===== src/tmr_pkg.sv =====
package tmr_pkg;

  // register data width and bus address width
  localparam int DATA_W = 8;
  localparam int ADR_W  = 10;

  // register indices; byte address is four times the index
  localparam logic [7:0] IDX_RELOAD = 8'hCD;
  localparam logic [7:0] IDX_MODE   = 8'hDA;
  localparam logic [7:0] IDX_COUNT  = 8'hDB;
  localparam logic [7:0] IDX_STATUS = 8'hDC;

  // timer_mode_control field positions
  localparam int MODE_PWM_BIT   = 0;
  localparam int MODE_TOUT_BIT  = 1;
  localparam int MODE_ALOAD_BIT = 2;
  localparam int MODE_CKS_BIT   = 3;
  localparam int MODE_RATE_LSB  = 4;
  localparam int MODE_RATE_W    = 3;
  localparam int MODE_EN_BIT    = 7;

  // timer_status_control field positions
  localparam int STAT_OVF_BIT = 0;
  localparam int STAT_IEN_BIT = 1;
  localparam int STAT_PIN_BIT = 2;

  // reset values
  localparam logic [7:0] MODE_RST   = 8'h00;
  localparam logic [7:0] COUNT_RST  = 8'h00;
  localparam logic [7:0] RELOAD_RST = 8'h00;
  localparam logic [7:0] STATUS_RST = 8'h00;

  // overflow boundary masks: N-1 for N = 256, 64, 32, 16
  localparam logic [7:0] BOUND_256 = 8'hFF;
  localparam logic [7:0] BOUND_64  = 8'h3F;
  localparam logic [7:0] BOUND_32  = 8'h1F;
  localparam logic [7:0] BOUND_16  = 8'h0F;

  // interrupt vector address taken by the processor on overflow
  localparam logic [7:0] IRQ_VECTOR = 8'h08;

  // bus answer timing in clock cycles after the request is seen
  localparam int WB_ACK_CYCLES = 1;

  // bus answer state
  typedef enum logic {
    TMR_BUS_IDLE = 1'b0,
    TMR_BUS_ACK  = 1'b1
  } tmr_bus_state_t;

endpackage


===== src/tmr_prescaler.sv =====
`timescale 1ns/1ps
`default_nettype none
module tmr_prescaler
  import tmr_pkg::*;
#(
  parameter int RATE_W = MODE_RATE_W
) (
  // clock and reset
  input  wire logic              clk,
  input  wire logic              rst_n,
  // control
  input  wire logic              run,
  input  wire logic [RATE_W-1:0] rate,
  // one-cycle tick at the divided rate
  output logic                   tick
);

  logic [7:0] div_cnt;
  logic [7:0] div_mask;
  logic       next_tick;

  // code 0 divides by 256, code 7 by 2
  assign div_mask  = 8'hFF >> rate;
  assign next_tick = run && ((div_cnt & div_mask) == div_mask);

  // free divider, held at zero while stopped
  always_ff @(posedge clk or negedge rst_n) begin
    if (!rst_n) begin
      div_cnt <= 8'h00;
      tick    <= 1'b0;
    end else begin
      div_cnt <= run ? div_cnt + 8'h01 : 8'h00;
      tick    <= next_tick;
    end
  end

endmodule
`default_nettype wire


===== src/tmr_timer.sv =====
// Functional notes
// - counter holds while count_enable is 0, advances while it is 1.
// - counter steps by one for each period of the selected clock.
// - a step from the boundary value back to zero is an overflow.
// - overflow sets overflow_flag, which stays until software clears it.
// - enabled overflow requests the interrupt at vector address 8.
// - reload writes go to a buffer, copied into the counter at overflow; in PWM the counter restarts at zero and the buffer becomes the duty.
// - reload follows auto_reload_enable, forced on in PWM mode.
// - counting, flag and PWM keep running in green mode, never waking.
// - source is prescaled instruction clock, or event pin when selected.
// - prescale codes 000 to 111 divide by 256 down to 2.
// - external event clocking suppresses and clears the pin interrupt flag.
// - pwm_output_enable puts the PWM wave on the output pin.
// - toggle_output_enable puts the overflow toggle on the pin while PWM is off.
// - auto_reload_enable controls reload only while PWM is off.
// - boundary 256, or 256/64/32/16 by reload and toggle bits in PWM on the instruction clock.
// - PWM starts high, goes low at compare match, high at overflow.
// - toggle output inverts at every overflow.
// - event counter advances on each falling edge of the event pin.
//
// The Wishbone interface to the registers was left to the implementer.
`timescale 1ns/1ps
`default_nettype none
module tmr_timer
  import tmr_pkg::*;
(
  // clock and reset
  input  wire logic             I_CLK,
  input  wire logic             I_RESET_N,
  // wishbone classic slave
  input  wire logic             I_WB_CYC,
  input  wire logic             I_WB_STB,
  input  wire logic             I_WB_WE,
  input  wire logic [ADR_W-1:0] I_WB_ADR,
  input  wire logic [3:0]       I_WB_SEL,
  input  wire logic [31:0]      I_WB_DAT,
  output logic      [31:0]      O_WB_DAT,
  output logic                  O_WB_ACK,
  // event input pin
  input  wire logic             I_EVENT_PIN,
  // general purpose drive of the shared output pin
  input  wire logic             I_GPIO_OUT,
  input  wire logic             I_GPIO_OE,
  // shared output pin
  output logic                  O_WAVE_OUT,
  output logic                  O_WAVE_OE,
  // system side
  output logic                  O_OVF_IRQ,
  output logic      [7:0]       O_IRQ_VECTOR,
  output logic                  O_PIN_IRQ_FLAG,
  output logic                  O_WAKEUP
);

  // overflow boundary mask, shared by overflow and compare logic
  function automatic logic [7:0] bound_mask(input logic pwm, input logic cks,
                                            input logic aload, input logic tout);
    logic [1:0] sel;
    sel = {aload, tout};
    if (!pwm || cks) begin
      bound_mask = BOUND_256;
    end else begin
      case (sel)
        2'b00:   bound_mask = BOUND_256;
        2'b01:   bound_mask = BOUND_64;
        2'b10:   bound_mask = BOUND_32;
        default: bound_mask = BOUND_16;
      endcase
    end
  endfunction

  // reset synchroniser
  logic rst_meta;
  logic rst_n;

  always_ff @(posedge I_CLK or negedge I_RESET_N) begin
    if (!I_RESET_N) begin
      rst_meta <= 1'b0;
      rst_n    <= 1'b0;
    end else begin
      rst_meta <= 1'b1;
      rst_n    <= rst_meta;
    end
  end

  // registers
  logic [7:0]     mode_control;
  logic [7:0]     count_value;
  logic [7:0]     reload_buffer;
  logic [7:0]     reload_value;
  logic           overflow_flag;
  logic           overflow_irq_enable;
  logic           pin_irq_flag;
  logic           pwm_level;
  logic           toggle_level;
  tmr_bus_state_t bus_state;

  // mode fields
  logic                   count_enable;
  logic [MODE_RATE_W-1:0] prescale_select;
  logic                   clock_source_select;
  logic                   auto_reload_enable;
  logic                   toggle_output_enable;
  logic                   pwm_output_enable;

  assign count_enable         = mode_control[MODE_EN_BIT];
  assign prescale_select      = mode_control[MODE_RATE_LSB +: MODE_RATE_W];
  assign clock_source_select  = mode_control[MODE_CKS_BIT];
  assign auto_reload_enable   = mode_control[MODE_ALOAD_BIT];
  assign toggle_output_enable = mode_control[MODE_TOUT_BIT];
  assign pwm_output_enable    = mode_control[MODE_PWM_BIT];

  // event pin synchroniser and falling edge detector
  logic event_meta;
  logic event_sync;
  logic event_prev;
  logic event_fall;

  always_ff @(posedge I_CLK or negedge rst_n) begin
    if (!rst_n) begin
      event_meta <= 1'b1;
      event_sync <= 1'b1;
      event_prev <= 1'b1;
    end else begin
      event_meta <= I_EVENT_PIN;
      event_sync <= event_meta;
      event_prev <= event_sync;
    end
  end

  assign event_fall = event_prev && !event_sync;

  // instruction clock prescaler
  logic pre_tick;

  tmr_prescaler #(
    .RATE_W (MODE_RATE_W)
  ) u_prescaler (
    .clk   (I_CLK),
    .rst_n (rst_n),
    .run   (count_enable && !clock_source_select),
    .rate  (prescale_select),
    .tick  (pre_tick)
  );

  // bus decode
  logic [7:0] wb_index;
  logic       wb_req;
  logic       wb_wr;
  logic       wr_mode;
  logic       wr_count;
  logic       wr_reload;
  logic       wr_status;
  logic [7:0] wr_data;

  assign wb_index  = I_WB_ADR[9:2];
  assign wb_req    = I_WB_CYC && I_WB_STB && (bus_state == TMR_BUS_IDLE);
  assign wb_wr     = wb_req && I_WB_WE && I_WB_SEL[0];
  assign wr_data   = I_WB_DAT[7:0];
  assign wr_mode   = wb_wr && (wb_index == IDX_MODE);
  assign wr_count  = wb_wr && (wb_index == IDX_COUNT);
  assign wr_reload = wb_wr && (wb_index == IDX_RELOAD);
  assign wr_status = wb_wr && (wb_index == IDX_STATUS);

  // counting
  logic [7:0] bound;
  logic       step;
  logic       at_bound;
  logic       overflow;
  logic       reload_on;
  logic [7:0] next_count;

  assign bound = bound_mask(pwm_output_enable, clock_source_select,
                            auto_reload_enable, toggle_output_enable);
  assign step  = count_enable &&
                 (clock_source_select ? event_fall : pre_tick);
  assign at_bound  = ((count_value & bound) == bound);
  assign overflow  = step && at_bound;
  assign reload_on = pwm_output_enable ? count_enable : auto_reload_enable;

  // in PWM the counter restarts at zero and the reload value is the duty
  always_comb begin
    if (wr_count) begin
      next_count = wr_data;
    end else if (overflow) begin
      if (pwm_output_enable) begin
        next_count = 8'h00;
      end else if (reload_on) begin
        next_count = reload_buffer;
      end else begin
        next_count = 8'h00;
      end
    end else if (step) begin
      next_count = (count_value + 8'h01) & bound;
    end else begin
      next_count = count_value;
    end
  end

  // status flags: a hardware set wins over a software clear
  logic next_ovf_flag;
  logic next_ien;
  logic next_pin_flag;
  logic pin_set;

  assign pin_set       = event_fall && !clock_source_select;
  assign next_ovf_flag = overflow ||
                         (overflow_flag && !(wr_status && !wr_data[STAT_OVF_BIT]));
  assign next_ien      = wr_status ? wr_data[STAT_IEN_BIT] : overflow_irq_enable;
  assign next_pin_flag = !clock_source_select &&
                         (pin_set ||
                          (pin_irq_flag && !(wr_status && !wr_data[STAT_PIN_BIT])));

  // waveform generation
  logic next_pwm;
  logic next_toggle;
  logic duty_match;


  // match on the value the counter takes at this edge, so the pin falls as the count
  // reaches the duty rather than one clock later
  assign duty_match  = ((next_count & bound) == (reload_value & bound));

  assign next_pwm    = (!count_enable || overflow) ? 1'b1 :
                       (duty_match ? 1'b0 : pwm_level);
  assign next_toggle = overflow ? !toggle_level : toggle_level;

  // shared pin selection
  logic next_pin_out;
  logic next_pin_oe;

  assign next_pin_out = pwm_output_enable    ? next_pwm :
                        toggle_output_enable ? next_toggle : I_GPIO_OUT;
  assign next_pin_oe  = (pwm_output_enable || toggle_output_enable) ? 1'b1 : I_GPIO_OE;

  // read mux
  logic [7:0] rd_data;

  assign rd_data = (wb_index == IDX_MODE)   ? mode_control :
                   (wb_index == IDX_COUNT)  ? count_value :
                   (wb_index == IDX_STATUS) ?
                     {5'h00, pin_irq_flag, overflow_irq_enable, overflow_flag} :
                   8'h00;

  // mode register
  always_ff @(posedge I_CLK or negedge rst_n) begin
    if (!rst_n) begin
      mode_control <= MODE_RST;
    end else if (wr_mode) begin
      mode_control <= wr_data;
    end
  end

  // counter and double buffered reload
  always_ff @(posedge I_CLK or negedge rst_n) begin
    if (!rst_n) begin
      count_value   <= COUNT_RST;
      reload_buffer <= RELOAD_RST;
      reload_value  <= RELOAD_RST;
    end else begin
      count_value <= next_count;
      if (wr_reload) begin
        reload_buffer <= wr_data;
      end
      if (overflow && reload_on) begin
        reload_value <= reload_buffer;
      end else if (!count_enable) begin
        reload_value <= reload_buffer;
      end
    end
  end

  // flags and enables
  always_ff @(posedge I_CLK or negedge rst_n) begin
    if (!rst_n) begin
      overflow_flag       <= STATUS_RST[STAT_OVF_BIT];
      overflow_irq_enable <= STATUS_RST[STAT_IEN_BIT];
      pin_irq_flag        <= STATUS_RST[STAT_PIN_BIT];
    end else begin
      overflow_flag       <= next_ovf_flag;
      overflow_irq_enable <= next_ien;
      pin_irq_flag        <= next_pin_flag;
    end
  end

  // wave levels
  always_ff @(posedge I_CLK or negedge rst_n) begin
    if (!rst_n) begin
      pwm_level    <= 1'b1;
      toggle_level <= 1'b0;
    end else begin
      pwm_level    <= next_pwm;
      toggle_level <= next_toggle;
    end
  end

  // registered outputs toward the system and the pin
  always_ff @(posedge I_CLK or negedge rst_n) begin
    if (!rst_n) begin
      O_WAVE_OUT     <= 1'b0;
      O_WAVE_OE      <= 1'b0;
      O_OVF_IRQ      <= 1'b0;
      O_IRQ_VECTOR   <= IRQ_VECTOR;
      O_PIN_IRQ_FLAG <= 1'b0;
      O_WAKEUP       <= 1'b0;
    end else begin
      O_WAVE_OUT     <= next_pin_out;
      O_WAVE_OE      <= next_pin_oe;
      O_OVF_IRQ      <= next_ovf_flag && next_ien;
      O_IRQ_VECTOR   <= IRQ_VECTOR;
      O_PIN_IRQ_FLAG <= next_pin_flag;
      O_WAKEUP       <= 1'b0;
    end
  end

  // bus answer: ack one cycle after the request, then one idle cycle
  always_ff @(posedge I_CLK or negedge rst_n) begin
    if (!rst_n) begin
      bus_state <= TMR_BUS_IDLE;
      O_WB_ACK  <= 1'b0;
      O_WB_DAT  <= 32'h0000_0000;
    end else begin
      case (bus_state)
        TMR_BUS_IDLE: begin
          O_WB_ACK <= wb_req;
          if (wb_req) begin
            bus_state <= TMR_BUS_ACK;
            O_WB_DAT  <= {24'h00_0000, rd_data};
          end
        end
        TMR_BUS_ACK: begin
          O_WB_ACK  <= 1'b0;
          bus_state <= TMR_BUS_IDLE;
        end
        default: begin
          O_WB_ACK  <= 1'b0;
          bus_state <= TMR_BUS_IDLE;
        end
      endcase
    end
  end

endmodule
`default_nettype wire


===== config.mk =====
export PLATFORM = sky130hd
export DESIGN_NAME = tmr_timer
export DESIGN_NICKNAME = d
export VERILOG_FILES = /design/src/tmr_pkg.sv /design/src/tmr_prescaler.sv /design/src/tmr_timer.sv
export SDC_FILE = /design/constraint.sdc
export NUM_CORES = 1
export LEC_CHECK = 0
export BUFFER_PORTS_ARGS = -buffer_cell sky130_fd_sc_hd__buf_2
export CAP_MARGIN = 15
export CORE_MARGIN = 1.5
export CORE_UTILIZATION = 47
export CTS_CLUSTER_DIAMETER = 150
export CTS_CLUSTER_SIZE = 12
export DETAILED_ROUTE_END_ITERATION = 8
export MAX_ROUTING_LAYER = met4
export PLACE_DENSITY = 0.76
export SLEW_MARGIN = 25
export SYNTH_ARGS = -nofsm -noshare
export SYNTH_HDL_FRONTEND = slang
export SYNTH_SLANG_ARGS = --single-unit

===== constraint.sdc =====
create_clock -name I_CLK -period 2.1 [get_ports I_CLK]
set_clock_uncertainty 0.15 [all_clocks]
set_input_delay 0 -clock I_CLK [delete_from_list [all_inputs] [get_ports I_CLK]]
set_output_delay 0 -clock I_CLK [all_outputs]
set_load 0.02 [all_outputs]

# Yosys cells after proc, flatten, opt, wreduce, memory -nomap -nowiden
# Index checks and enable logic that the tools add are counted.
# word_totals
register_bits	64
input_bits	54
output_inout_bits	46
elab_cells	103
# classes
n_addsub	2
eq_ne	10
shifts	1
mux	25
n_bitwise	6
reduce_logical	37
# op_table
cell	count
two-way mux 8 bit	11
bitwise AND 8 bit	5
== test 8 bit, second input constant	4
== test 8 bit	3
case mux 8 bit (3 select lines)	1
logical AND 1 bit	21
adder 8 x 1 -> 8 bit, second input constant	2
two-way mux 1 bit	10
zero test 1 bit	9
right shift 8 x 3 -> 8 bit, first input constant	1
logical OR 1 bit	5
case mux 1 bit (2 select lines)	2
two-way mux 3 bit	1
== test 2 x 1 -> 1 bit, second input constant	1
== test 2 bit, second input constant	1
zero test 2 bit	1
!= test 2 x 1 -> 1 bit, second input constant	1
AND reduction 2 bit	1
inverter 1 bit	1

# Logic depth before layout (Yosys ltp)
# depth
word_depth	13
depth_mapped	9
depth_no_buf	9

# Cells and area by module
# A second synthesis with hierarchy kept.
# unflattened
hier_cells	359
hier_area_um2	3603.5
# by_module_without_submodules
mod	instances	cells_each	area_per_inst_um2	seq_area_each_um2
tmr_timer	1	317	3165.5	1356.3
tmr_prescaler	1	42	437.9	225.2

# Worst setup path after synthesis
# Ideal clock, no wire load.
# synth_timing
path_type	register -> register
from	register, netlist name O_WB_ACK
to	register O_WAVE_OUT
setup_ns	0.125
arrival_time_ns	2.279
t_required_ns	1.825
slack_ns	-0.454
path_stages_with_launch	10
n_path_buf	1
synth_period_minus_slack_ns	2.554
cell_sequence	dfrtp_1 > nand3b_1 > or4_1 > buf_2 > o21a_1 > a31o_2 > xor2_1 > o31ai_1 > a41o_1 > mux2i_1
# synth_rtl
element	line	rtl
to (signal assigned)	tmr_timer.sv:306	O_WAVE_OUT <= next_pin_out;
to (decl)	tmr_timer.sv:45	output logic O_WAVE_OUT,

# Worst setup path after layout
# layout_timing
from	register event_prev
to	register O_WAVE_OUT
# layout_between
elab_chain_cells	11
word_cells_on_any_way	15
# layout_lines
element	line	rtl
from (decl)	tmr_timer.sv:115	logic event_prev;
from (signal assigned)	tmr_timer.sv:126	event_prev <= event_sync;
logical AND 1 bit *	tmr_timer.sv:130	assign event_fall = event_prev && !event_sync;
two-way mux 1 bit *	tmr_timer.sv:175	(clock_source_select ? event_fall : pre_tick);
logical AND 1 bit *	tmr_timer.sv:174	assign step = count_enable &&
two-way mux 8 bit / logical AND 1 bit (equally long branches)	tmr_timer.sv:192, tmr_timer.sv:177	
two-way mux 8 bit	tmr_timer.sv:184	end else if (overflow) begin
two-way mux 8 bit	tmr_timer.sv:182	if (wr_count) begin
bitwise AND 8 bit	tmr_timer.sv:221	assign duty_match = ((next_count & bound) == (reload_value & bound));
== test 8 bit	tmr_timer.sv:221	
two-way mux 1 bit	tmr_timer.sv:224	(duty_match ? 1'b0 : pwm_level);
two-way mux 1 bit	tmr_timer.sv:223	assign next_pwm = (!count_enable || overflow) ? 1'b1 :
two-way mux 1 bit *	tmr_timer.sv:231	assign next_pin_out = pwm_output_enable ? next_pwm :
named net next_pin_out	tmr_timer.sv:228	logic next_pin_out;
# Mark *: on every way through the listed nets, which the timed path passes. The rest lies on a longest branch.
# A chain may end at the register's enable or synchronous reset.

==> flow_metrics.env <==
export IMPL_status="finished, violations left"
export IMPL_violations="negative setup slack"
export IMPL_synth_top_family_by_area="simple AND/OR/NAND/NOR gates"
export IMPL_synth_compound_area_share_pct=16.25
export IMPL_power_leakage_nw=2.280
export IMPL_critPathSlowestCell="dfstp_2"
export IMPL_routed_wl_um=9676
export IMPL_path_class="reg -> reg"
export IMPL_worstSkewPairLatency_ns=0.35
export IMPL_avgViaCountPerCell=5.551
export IMPL_syn_to_final_growth_pct=36.65
export IMPL_fin_cells=590
export IMPL_multiInputGateArea_mm2=0.001871
export IMPL_synth_top_area_share_pct=41.95
export IMPL_hpwl_um=7140
export IMPL_syn_area_per_cell_um2=9.914
export IMPL_worstPathMaxFanout=4
export IMPL_grt_max_degree=43
export IMPL_synthAdderAreaFrac_pct=0.7110
export IMPL_drc=0
export IMPL_cts_sinks=63
export IMPL_grt_overflow_total=0
export IMPL_drtAntennaViolNets=0
export IMPL_clk_pin_slew_worst_paths_ns=0.07
export IMPL_antenna_found_initial=0
export IMPL_root_buffer="clkbuf_8"
export IMPL_synthMuxAreaShare_pct=7.536
export IMPL_yosysWarnings=0
export IMPL_cap_violations=0
export IMPL_yosys_area_top_type="dfrtp_1"
export IMPL_num_fill_cells=577
export IMPL_detailedPlace_worstSlack_ns=-0.4559
export IMPL_syn_area_mm2=0.003520
export IMPL_ys_seq_area_share_pct=44.93
export IMPL_required_ns=2.18
export IMPL_diodes=0
export IMPL_fin_nets=542
export IMPL_final_area_mm2=0.004810
export IMPL_rsz0062_at_grt="yes"
export IMPL_yosysUniqueCellTypes=60
export IMPL_clockBufferDepth=2
export IMPL_syn_inst=355
export IMPL_dp_cells=554
export IMPL_ir_drop_mv=0.3300
export IMPL_setup_viol=9
export IMPL_final_max_slew_viol_count=0
export IMPL_fin_total_pwr_mw=2.720
export IMPL_hold_violations=0
export IMPL_path_cells="nand4b_1 > buf_4 > a21o_1 > o31ai_1 > buf_4 > mux2i_1 > and4_1 > a41o_1 > mux2i_1"
export IMPL_ys_flop_type="dfrtp_1"
export IMPL_setup_worst_path_start_class="flop"
export IMPL_htreeDepth=3
export IMPL_dpl_instance_area_mm2=0.004252
export IMPL_grt_pass1_vias=2994
export IMPL_cp_arrival_ns=2.57
export IMPL_num_rows=31
export IMPL_fin_ws_ns=-0.3897
export IMPL_crit_path_end_kind="flop"
export IMPL_fmax_mhz=401.7
export IMPL_dieArea_mm2=0.008017
export IMPL_numPortBuffers=37
export IMPL_cts_buffers=9
export IMPL_ys_ff_latch=63
export IMPL_vias=3275
export IMPL_gp_congestion=0.9196
export IMPL_die_h_um=89.54
export IMPL_cpPeakStageDelay_ns=0.53
export IMPL_ios=100
export IMPL_fin_tns_setup_ns=-1.803
export IMPL_track_usage_pct=25.42
export IMPL_initial_utilization_pct=48.53
export IMPL_synth_xor_xnor_area_share_pct=3.484
export IMPL_core_mm2=0.007253
export IMPL_die_x_um=89.54
export IMPL_regArea_mm2=0.001583
export IMPL_synth_area_leaders="dfrtp_1 42%, buf_4 7.0%, mux2_2 6.4%"
export IMPL_cts_tree="built"
export IMPL_drt_iter0_markers=248
export IMPL_wl_per_cell_um=16.40
export IMPL_hold_class="reg -> async"
export IMPL_fin_crit_sh_pct=118.6
export IMPL_synthArstFlopShare_pct=100.0
export IMPL_dr_pass1_iters=5
export IMPL_synth_edff_count=0
export IMPL_final_min_clock_period_ns=2.490
export IMPL_drive_gt1_share_pct=38.70
export IMPL_powerDensity_mw_per_mm2=565.5
export IMPL_synth_simple_area_share_pct=17.42
export IMPL_grt_first_pass_wirelength_um=14650
[metrics by stage]
| step | hold slack [ns] | util (%) |
|---|---|---|
| 2_1_floorplan | -0.4456 | - |
| 3_3_place_gp | -0.3646 | 58.62 |
| 3_5_place_dp | -0.3611 | 58.62 |
| 4_1_cts | 0.04955 | 64.22 |
| 5_1_grt | 0.1031 | 66.31 |
| 6_report | 0.05542 | 66.31 |
[report_power, final]
group          switching (mW)  leakage (nW)  internal [mW]
Clock                   0.468         0.104          0.666
Combinational           0.194          1.39          0.112
Sequential             0.0280         0.782           1.25
Total                   0.690          2.28           2.03
[path summary, 6_finish.rpt]
check / startpoint / endpoint / slack, ns / cells past startpoint
worst min register to register: rst_n / u_prescaler.tick / 0.06 / 0
worst max register to register: event_prev / O_WAVE_OUT / -0.39 / 9
max in group asynchronous: rst_n / pwm_level / 1.12 / 1
min in group I_CLK: I_WB_ADR[6] / reload_buffer[4] / 0.06 / 6
worst max-delay path: event_prev / O_WAVE_OUT / -0.39 / 9
worst min-delay path: rst_n / u_prescaler.tick / 0.06 / 0
[cells by family (layout without fill, tap and decap cells)]
logic type / Yosys count / in the layout
xor+xnor: 14 / 14
other cells: 2 / 34
mux: 24 / 24
buf+inv: 54 / 158
fa+ha+maj: 2 / 2
compound gates: 84 / 84
simple gates: 112 / 112
flops: 63 / 63
[registers in the layout, indices dropped and copies added (netlist names)]
register / cells
O_WB_DAT: 8
count_value: 8
mode_control: 8
reload_buffer: 8
reload_value: 8
u_prescaler.div_cnt: 8
O_OVF_IRQ: 1
O_PIN_IRQ_FLAG: 1
O_WAVE_OE: 1
O_WAVE_OUT: 1
O_WB_ACK: 1
event_meta: 1
event_prev: 1
event_sync: 1
overflow_flag: 1
overflow_irq_enable: 1
pwm_level: 1
rst_meta: 1
rst_n: 1
toggle_level: 1
u_prescaler.tick: 1
[cell usage after synthesis, types with 3 or more instances]
library cell,number
mux2i_1,4
a21oi_1,19
inv_1,10
a31oi_1,6
dfstp_2,4
a221oi_1,5
dfrtp_1,59
nand3_1,15
buf_4,33
o21ai_0,16
nand4b_1,3
a31o_2,3
a22oi_1,3
and3_1,5
o21a_1,5
clkbuf_1,6
nand2_1,16
xnor2_1,5
nor2_1,33
nand2b_1,3
or2_2,3
nand3b_1,6
o31ai_1,4
nand4_1,4
mux2_2,20
nor3_1,5
xor2_1,9
nor3b_1,3
buf_2,5
[layout by cell type (no fill, tap or decap), types with 8 or more instances in the layout]
master	instances
a21oi_1	18
buf_2	37
buf_4	71
buf_6	9
clkbuf_8	9
conb_1	34
dfrtp_1	58
dlygate4sd3_1	13
inv_1	10
mux2_2	16
nand2_1	14
nand3_1	14
nor2_1	33
o21ai_0	9
xor2_1	8
[area by class of cell]
cell class,instances,share of cell area [%]
Timing Repair Buffer,132,20.58
Sequential cell,63,32.91
Clock inverter,4,1.457
Inverter,10,0.7804
Clock buffer,12,2.810
Tap cell,99,2.575
Multi-Input combinational cell,270,38.89
[what timing repair did]
item	CTS	global route
buffers inserted	2	5
gates resized for setup	15	27
hold buffers	13	0
pin swaps	5	9
endpoints found under the setup margin	11	13
hold endpoints to repair	33	0
[critical path, delay by kind of cell, from the launching register on]
family / cells / cell delay, ns
muxes: 2 / 0.23
DFF: 1 / 0.53
buffers and inverters: 2 / 0.39
and+or+nand+nor: 2 / 0.42
AOI/OAI and AO/OA: 3 / 0.66
[metal layers]
layer	share of wire (%)	global-route usage [%]
met1	44	33.80
met2	47	38.35
met3	6.5	5.448
met4	2.5	9.091
met5	0	-
(Power assumes the default switching activity.)
